--- src/verilog/host_port_pkg.sv ---
// Purpose: constants for the host status and interrupt port
// Assumes: 8-bit host bus, 40 MHz system clock
// Notes:   status latch and response byte bit positions, command codes
package host_port_pkg;
    localparam int STAT_DIR_BIT    = 7;
    localparam int STAT_BUSY_BIT   = 6;
    localparam int STAT_CMD_BIT    = 5;
    localparam int STAT_MSG_BIT    = 4;
    localparam int STAT_REQ_BIT    = 3;
    localparam int STAT_INVREQ_BIT = 2;
    localparam int STAT_PARERR_BIT = 1;
    localparam int STAT_SELFT_BIT  = 0;
    localparam int RESP_ERR_BIT    = 6;

    localparam logic [3:0] CMD_SW_RESET    = 4'h0;
    localparam logic [3:0] CMD_STATUS_READ = 4'h1;
    localparam logic [3:0] CMD_WRITE_DATA  = 4'h2;
    localparam logic [3:0] CMD_ID_READ     = 4'h3;
    localparam logic [3:0] CMD_SELECT      = 4'h4;
    localparam logic [3:0] CMD_INT_DISABLE = 4'h5;
    localparam logic [3:0] CMD_INT_ENABLE  = 4'h6;
    localparam logic [3:0] CMD_READ_DATA   = 4'h7;

    localparam logic [7:0] ID_BYTE_VALUE   = 8'h08;
    localparam logic       MASK_RESET      = 1'b1;
    localparam logic       SELFT_RESET     = 1'b1;
endpackage

--- src/verilog/host_status_interrupt_port.sv ---
// Purpose: status latch, interrupt request and response byte of the host port
// Assumes: host bus pins arrive asynchronously; controller core on clk_sys_i
// Notes:   strobe and ack pass a three-flop synchroniser, other pins two flops, strobe counted when stages 2 and 3 agree
`timescale 1ns/1ps

module host_status_interrupt_port
    import host_port_pkg::*;
(
    input  wire logic       clk_sys_i,
    input  wire logic       sys_rst_i,
    input  wire logic [3:0] dev_addr_i,
    input  wire logic [7:0] cmd_addr_i,
    input  wire logic       cmd_strobe_i,
    input  wire logic       cmd_parity_i,
    input  wire logic       int_ack_i,
    input  wire logic [7:0] data_i,
    output logic      [7:0] data_o,
    output logic            data_oe_o,
    output logic            int_req_o,
    input  wire logic       core_req_i,
    input  wire logic       core_dir_i,
    input  wire logic       core_cmd_i,
    input  wire logic       core_msg_i,
    input  wire logic       core_int_i,
    input  wire logic       core_done_i,
    input  wire logic       selftest_done_i,
    input  wire logic       selftest_pass_i,
    input  wire logic [7:0] core_rd_data_i,
    output logic      [7:0] wr_data_o,
    output logic            wr_strobe_o,
    output logic            rd_strobe_o,
    output logic            sw_reset_o,
    output logic            select_o,
    output logic      [7:0] status_latch_read_o
);
    typedef enum logic [2:0] {
        IRQ_IDLE = 3'b001,
        IRQ_REQ  = 3'b010,
        IRQ_RESP = 3'b100
    } irq_state_e;

    function automatic logic agree(input logic [2:0] s);
        agree = s[1] & s[2];
    endfunction

    logic [2:0] strb_sync_q, strb_sync_d;
    logic [2:0] ack_sync_q,  ack_sync_d;
    logic [7:0] ca_s1_q, ca_s2_q, ca_s1_d, ca_s2_d;
    logic       par_s1_q, par_s2_q, par_s1_d, par_s2_d;
    logic [7:0] dat_s1_q, dat_s2_q, dat_s1_d, dat_s2_d;
    logic       strb_lvl_q, strb_lvl_d;
    logic       ack_lvl_q,  ack_lvl_d;

    logic       busy_q, busy_d;
    logic       invreq_q, invreq_d;
    logic       parerr_q, parerr_d;
    logic       selft_q, selft_d;
    logic       mask_q, mask_d;
    logic       errint_q, errint_d;
    logic       pend_q, pend_d;
    logic       msg_seen_q, msg_seen_d;
    irq_state_e irq_q, irq_d;
    logic [7:0] data_q, data_d;
    logic       oe_q, oe_d;
    logic [7:0] wr_data_q, wr_data_d;
    logic       wr_stb_q, wr_stb_d, rd_stb_q, rd_stb_d;
    logic       swr_q, swr_d, sel_q, sel_d;

    logic       strb_rise, ack_fall, par_bad, addressed;
    logic [3:0] cmd;
    logic [7:0] status_w;
    logic       req_v;

    // synchronisers: stage 1 feeds stage 2 only
    always_comb begin
        strb_sync_d = {strb_sync_q[1:0], cmd_strobe_i};
        ack_sync_d  = {ack_sync_q[1:0], int_ack_i};
        ca_s1_d     = cmd_addr_i;
        ca_s2_d     = ca_s1_q;
        par_s1_d    = cmd_parity_i;
        par_s2_d    = par_s1_q;
        dat_s1_d    = data_i;
        dat_s2_d    = dat_s1_q;
        strb_lvl_d  = strb_lvl_q;
        ack_lvl_d   = ack_lvl_q;
        if (strb_sync_q[1] == strb_sync_q[2]) begin
            strb_lvl_d = agree(strb_sync_q);
        end
        if (ack_sync_q[1] == ack_sync_q[2]) begin
            ack_lvl_d = agree(ack_sync_q);
        end
    end

    assign strb_rise = strb_lvl_d & ~strb_lvl_q;
    assign ack_fall  = ~ack_lvl_d & ack_lvl_q;
    assign cmd       = ca_s2_q[7:4];
    assign addressed = (ca_s2_q[3:0] == dev_addr_i);
    assign par_bad   = ~(^{ca_s2_q, par_s2_q});                   // odd parity expected
    assign req_v     = core_req_i;

    always_comb begin
        status_w = 8'h00;
        status_w[STAT_DIR_BIT]    = req_v & core_dir_i;
        status_w[STAT_BUSY_BIT]   = busy_q;
        status_w[STAT_CMD_BIT]    = req_v & core_cmd_i;
        status_w[STAT_MSG_BIT]    = req_v & core_msg_i;
        status_w[STAT_REQ_BIT]    = req_v;
        status_w[STAT_INVREQ_BIT] = invreq_q;
        status_w[STAT_PARERR_BIT] = parerr_q;
        status_w[STAT_SELFT_BIT]  = selft_q;
    end

    always_comb begin
        busy_d     = busy_q;
        invreq_d   = invreq_q;
        parerr_d   = parerr_q;
        selft_d    = selft_q;
        mask_d     = mask_q;
        errint_d   = errint_q & !((irq_q == IRQ_RESP) && ack_fall);
        pend_d     = pend_q & (irq_q != IRQ_IDLE);
        msg_seen_d = msg_seen_q;
        irq_d      = irq_q;
        data_d     = data_q;
        oe_d       = oe_q;
        wr_data_d  = wr_data_q;
        wr_stb_d   = 1'b0;
        rd_stb_d   = 1'b0;
        swr_d      = 1'b0;
        sel_d      = 1'b0;
        if (selftest_done_i && selftest_pass_i) begin
            selft_d = 1'b0;
        end
        if (core_int_i && (!mask_q) && (!busy_q || core_req_i)) begin
            pend_d = 1'b1;
        end
        if (core_done_i) begin
            busy_d = 1'b1;
        end
        if (oe_q && !strb_lvl_q && irq_q != IRQ_RESP) begin
            oe_d = 1'b0;
        end
        if (strb_rise) begin
            if (par_bad) begin
                parerr_d = 1'b1;
                errint_d = 1'b1;
                pend_d   = 1'b1;
            end else if (addressed) begin
                case (cmd)
                    CMD_SW_RESET: begin
                        swr_d    = 1'b1;
                        busy_d   = 1'b0;
                        mask_d   = MASK_RESET;
                        invreq_d = 1'b0;
                        parerr_d = 1'b0;
                        errint_d = 1'b0;
                        pend_d   = 1'b0;
                    end
                    CMD_STATUS_READ: begin
                        data_d = status_w;
                        oe_d   = 1'b1;
                    end
                    CMD_ID_READ: begin
                        data_d = ID_BYTE_VALUE;
                        oe_d   = 1'b1;
                    end
                    CMD_SELECT: begin
                        sel_d  = 1'b1;
                        busy_d = 1'b1;
                    end
                    CMD_INT_DISABLE: mask_d = 1'b1;
                    CMD_INT_ENABLE:  mask_d = 1'b0;
                    CMD_WRITE_DATA, CMD_READ_DATA: begin
                        if (!req_v) begin
                            invreq_d = 1'b1;
                            errint_d = 1'b1;
                            pend_d   = 1'b1;
                        end else if (cmd == CMD_WRITE_DATA) begin
                            wr_data_d = dat_s2_q;
                            wr_stb_d  = 1'b1;
                        end else begin
                            data_d   = core_rd_data_i;
                            oe_d     = 1'b1;
                            rd_stb_d = 1'b1;
                            msg_seen_d = core_msg_i & core_dir_i & core_cmd_i;
                        end
                    end
                    default: ;
                endcase
            end
        end
        if (msg_seen_q && !req_v) begin
            busy_d     = 1'b0;
            invreq_d   = 1'b0;
            msg_seen_d = 1'b0;
        end
        case (irq_q)
            IRQ_IDLE: if (pend_q) begin
                irq_d  = IRQ_REQ;
            end
            IRQ_REQ: if (ack_lvl_q) begin
                irq_d  = IRQ_RESP;
                data_d = {status_w[STAT_DIR_BIT], errint_q, status_w[STAT_CMD_BIT],
                          status_w[STAT_MSG_BIT], dev_addr_i};
                oe_d   = 1'b1;
            end
            IRQ_RESP: if (ack_fall) begin
                irq_d    = IRQ_IDLE;
                oe_d     = 1'b0;
            end
            default: irq_d = IRQ_IDLE;
        endcase
    end

    always_ff @(posedge clk_sys_i) begin
        if (sys_rst_i) begin
            strb_sync_q <= 3'h0;
            ack_sync_q  <= 3'h0;
            ca_s1_q     <= 8'h00;
            ca_s2_q     <= 8'h00;
            par_s1_q    <= 1'b0;
            par_s2_q    <= 1'b0;
            dat_s1_q    <= 8'h00;
            dat_s2_q    <= 8'h00;
            strb_lvl_q  <= 1'b0;
            ack_lvl_q   <= 1'b0;
            busy_q      <= 1'b0;
            invreq_q    <= 1'b0;
            parerr_q    <= 1'b0;
            selft_q     <= SELFT_RESET;
            mask_q      <= MASK_RESET;
            errint_q    <= 1'b0;
            pend_q      <= 1'b0;
            msg_seen_q  <= 1'b0;
            irq_q       <= IRQ_IDLE;
            data_q      <= 8'h00;
            oe_q        <= 1'b0;
            wr_data_q   <= 8'h00;
            wr_stb_q    <= 1'b0;
            rd_stb_q    <= 1'b0;
            swr_q       <= 1'b0;
            sel_q       <= 1'b0;
        end else begin
            strb_sync_q <= strb_sync_d;
            ack_sync_q  <= ack_sync_d;
            ca_s1_q     <= ca_s1_d;
            ca_s2_q     <= ca_s2_d;
            par_s1_q    <= par_s1_d;
            par_s2_q    <= par_s2_d;
            dat_s1_q    <= dat_s1_d;
            dat_s2_q    <= dat_s2_d;
            strb_lvl_q  <= strb_lvl_d;
            ack_lvl_q   <= ack_lvl_d;
            busy_q      <= busy_d;
            invreq_q    <= invreq_d;
            parerr_q    <= parerr_d;
            selft_q     <= selft_d;
            mask_q      <= mask_d;
            errint_q    <= errint_d;
            pend_q      <= pend_d;
            msg_seen_q  <= msg_seen_d;
            irq_q       <= irq_d;
            data_q      <= data_d;
            oe_q        <= oe_d;
            wr_data_q   <= wr_data_d;
            wr_stb_q    <= wr_stb_d;
            rd_stb_q    <= rd_stb_d;
            swr_q       <= swr_d;
            sel_q       <= sel_d;
        end
    end

    assign data_o              = data_q;
    assign data_oe_o           = oe_q;
    assign int_req_o           = (irq_q == IRQ_REQ) || (irq_q == IRQ_RESP);
    assign wr_data_o           = wr_data_q;
    assign wr_strobe_o         = wr_stb_q;
    assign rd_strobe_o         = rd_stb_q;
    assign sw_reset_o          = swr_q;
    assign select_o            = sel_q;
    assign status_latch_read_o = status_w;
endmodule

--- config.mk ---
export PLATFORM = sky130hd
export DESIGN_NAME = host_status_interrupt_port
export DESIGN_NICKNAME = d
export VERILOG_FILES = /design/src/verilog/host_port_pkg.sv /design/src/verilog/host_status_interrupt_port.sv
export SDC_FILE = /design/constraint.sdc
export NUM_CORES = 1
export LEC_CHECK = 0
export BUFFER_PORTS_ARGS = -buffer_cell sky130_fd_sc_hd__buf_2
export CAP_MARGIN = 40
export CORE_MARGIN = 3
export CORE_UTILIZATION = 48
export CTS_CLUSTER_DIAMETER = 30
export DETAILED_ROUTE_END_ITERATION = 6
export MAX_ROUTING_LAYER = met4
export PLACE_DENSITY = 0.87
export SLEW_MARGIN = 20
export SYNTH_ARGS = -nofsm -noshare
export SYNTH_HDL_FRONTEND = slang
export SYNTH_SLANG_ARGS = --single-unit
--- constraint.sdc ---
create_clock -name clk_sys_i -period 2.5 [get_ports clk_sys_i]
set_input_delay 0 -clock clk_sys_i [delete_from_list [all_inputs] [get_ports clk_sys_i]]
set_output_delay 0 -clock clk_sys_i [all_outputs]
set_load 0.01 [all_outputs]
==> flow_summary.yaml <==
status:
  status: "finished, final reports clean"
synth:
  mappedNetlistArea_um2: 2969
  postSynthRegisterBits: 74
  postSynthAreaPerCell_um2: 9.703
  synth_top_area_share_pct: 49.89
  yosysUniqueCellTypes: 41
  synth_top_cells_by_area: "sky130_fd_sc_hd__dfxtp_1 (50%), sky130_fd_sc_hd__nor2b_1 (8.8%), sky130_fd_sc_hd__mux2i_1 (8.8%)"
  synth_cells: 306
  synth_sequential_area_ratio_pct: 49.89
  synthDominantAreaCellType: "sky130_fd_sc_hd__dfxtp_1"
  yosysWarnings: 0
  syn-num-nets: 349
clocking:
  clock_tree_from_tritoncts: "yes"
  cts_num_sinks: 74
  clock_tree.root_cell: "sky130_fd_sc_hd__clkbuf_8"
  cts-htree-levels: 3
  clock_path_buffers: 2
  quantity_of_gates_resized_following_cts: 0
  clk_latency_ps: 340
  path_clk_slew_ps: 80
  cts_buffers: 9
run:
  cap_violations: 0
pwr:
  clkPwrFrac_pct: 39.8
  power_switching_share_pct: 24.52
  sequentialPowerShare_pct: 51.5
  power.switching_w: 0.0005841
  ir_worst_vdd_mv: 0.3624
  report.power.total_w: 0.002382
  internal-power_w: 0.001798
  leakage_nw: 1.582
  share_of_power_burned_in_combinational_logic_pct: 8.7
  p_per_area_nw_per_um2: 622.8
timing:
  tns_ps: 0
  grt_setup_unrepaired: "no"
  hold_violations: 0
  worst_slew_pin_slew_ps: 622.5
  achievable-frequency_mhz: 454.6
  final_period_utilization_pct: 87.99
  final_period_minus_worst_setup_slack_ps: 2200
  final.setup_skew_ps: 15.98
  number_of_setup_violations_in_the_final_report: 0
  report.final.slew_viol_count: 0
  max-slew-margin-rel_pct: 58.42
detailed_routing:
  num_vias: 2384
  finalWirelength_um: 6137
  post_detailed_route_wirelength_per_cell_um: 12.87
  residual_drc: 0
  dr.pass1.iters: 4
  drt.antenna.violating_nets: 0
  post_drt_via_cell_ratio: 4.998
  drt_first_iter_violations: 118
global_route:
  number_of_antenna_violations_at_the_first_check_in_global_routing: 0
  global_route_wire_length_before_repair_um: 10380
  grt_start_max_net_pins: 38
  grtUsageTotal_pct: 18.69
  grt-ovfl-total: 0
  number_of_global_route_vias_before_repair: 2280
finish:
  final_layout_size_suffix_gt1_share_pct: 24.88
  insertedDiodeCount: 0
  postLayoutCellArea_um2: 3825
  final_cell_mix: "sky130_fd_sc_hd__dfxtp_1 (74), sky130_fd_sc_hd__buf_2 (70), sky130_fd_sc_hd__nor2b_1 (42)"
  area_delta_synth_final_pct: 28.82
  nNetsFinal: 440
  mostFrequentLayoutCell: "sky130_fd_sc_hd__dfxtp_1"
  fillers: 518
floorplanning:
  core_area_um2: 5956
  core.rowCount: 28
  design.portCount: 71
  fp.dieH_um: 84.65
  die_w_um: 84.65
  dieArea_um2: 7166
  floorplan.initialDensity_pct: 49.85
min_path:
  timing.hold.worst.class: "input port to register"
  min_delay_path_depth: 3
place:
  gp_congestion: 0.9061
  hpwlAfterDp_um: 4326
  portBuffers: 70
  postPlaceCellArea_um2: 3338
critical_path:
  crit_path_start_kind: "register"
  worstPathArrival_ps: 2470
  cp-end-kind: "register"
  critPathMaxFanout: 2
  timing.setup.critical_path_class: "register to register"
  reg2reg_depth: 7
  required_ps: 2770
worst max-delay path, cell delays in order, from the launching register on:
cell	delay, ps
sky130_fd_sc_hd__dfxtp_1	330
sky130_fd_sc_hd__ha_1	330
sky130_fd_sc_hd__nor2_1	120
sky130_fd_sc_hd__nand2_1	80
sky130_fd_sc_hd__or2_1	240
sky130_fd_sc_hd__or3_1	370
sky130_fd_sc_hd__or4_1	510
sky130_fd_sc_hd__a21oi_1	150
registers in the layout, summed over array words and instances (netlist names), 3 cells and up:
register,count
ca_s1_q,8
ca_s2_q,8
dat_s1_q,8
dat_s2_q,8
data_o,8
wr_data_o,8
ack_sync_q,3
irq_q,3
strb_sync_q,3
final timing paths:
check | from | endpoint | slack [ps]
setup / recovery | strb_sync_q[1] | msg_seen_q | 300
hold reg to reg | ca_s1_q[1] | ca_s2_q[1] | 440
setup reg to reg | strb_sync_q[1] | msg_seen_q | 300
hold / removal | core_dir_i | data_o[7] | 10
stage by stage:
| stage | util [%] | hold WS, ps | instances | setup slack, ps |
|---|---|---|---|---|
| floorplan | - | 91.77 | 306 | 161.4 |
| finish | 64.22 | 10.74 | 477 | 300.4 |
| global route | 64.22 | 41.68 | 477 | 156.5 |
| detailed placement | 56.05 | 211.7 | 433 | 334.4 |
| global placement | 56.05 | 206.6 | 433 | 364.7 |
| CTS | 64.22 | 1.415 | 477 | 302.9 |
power by group through the flow:
stage | sequential, W | clock, W | combinational [W]
after global routing | 0.00123 | 0.00102 | 0.000230
after CTS | 0.00123 | 0.000967 | 0.000208
after floorplan | 0.00125 | 0 | 0.000130
after global placement | 0.00125 | 0 | 0.000172
final | 0.00123 | 0.000947 | 0.000208
after detailed placement | 0.00126 | 0 | 0.000174
layout make-up:
cell class,count,area (um^2),share of cell area (%)
multi-input combinational,204,1356,35.46
timing repair buffer,103,668.1,17.47
inverter,5,18.77,0.4907
clock inverter,7,82.58,2.159
clock buffer,9,123.9,3.238
tap,75,93.84,2.453
sequential,74,1481,38.73
repair_timing:
action / 4_1_cts / 5_1_grt
hold endpoints to repair: 27 / 0
hold buffers: 28 / 0
setup endpoints to repair: 0 / 0
buffers inserted: 0 / 0
logic make-up after synthesis:
family	count (synthesis)	synth area share, %
compound gates	44	8.849
xor+xnor	13	4.594
fa+ha+maj	2	0.8427
buf+inv	28	4.635
flops	74	49.89
mux	26	8.765
simple gates	119	22.42
cell usage after synthesis (all sizes together):
master	count
a211oi	5
a21o	3
a21oi	11
a22oi	1
and2	1
buf	12
clkbuf	11
dfxtp	74
ha	2
inv	5
mux2i	26
nand2	21
nand2b	4
nand3	2
nand3b	2
nand4	1
nor2	18
nor2b	42
nor3	9
nor3b	2
nor4	3
nor4b	1
o211ai	1
o21ai	12
o21bai	2
o22ai	8
o31ai	1
or2	2
or3	6
or3b	3
or4	2
xnor2	10
xor2	3
layer usage:
metal | up-vias | GRT usage, % | share of wire, %
li1 | 1214 | - | -
met1 | 1096 | 23.22 | 44
met2 | 64 | 29.89 | 49
met3 | 10 | 3.533 | 4.8
met4 | 0 | 7.626 | 1.9
met5 | - | - | 0
No activity file was read; power rests on OpenSTA's default activity.
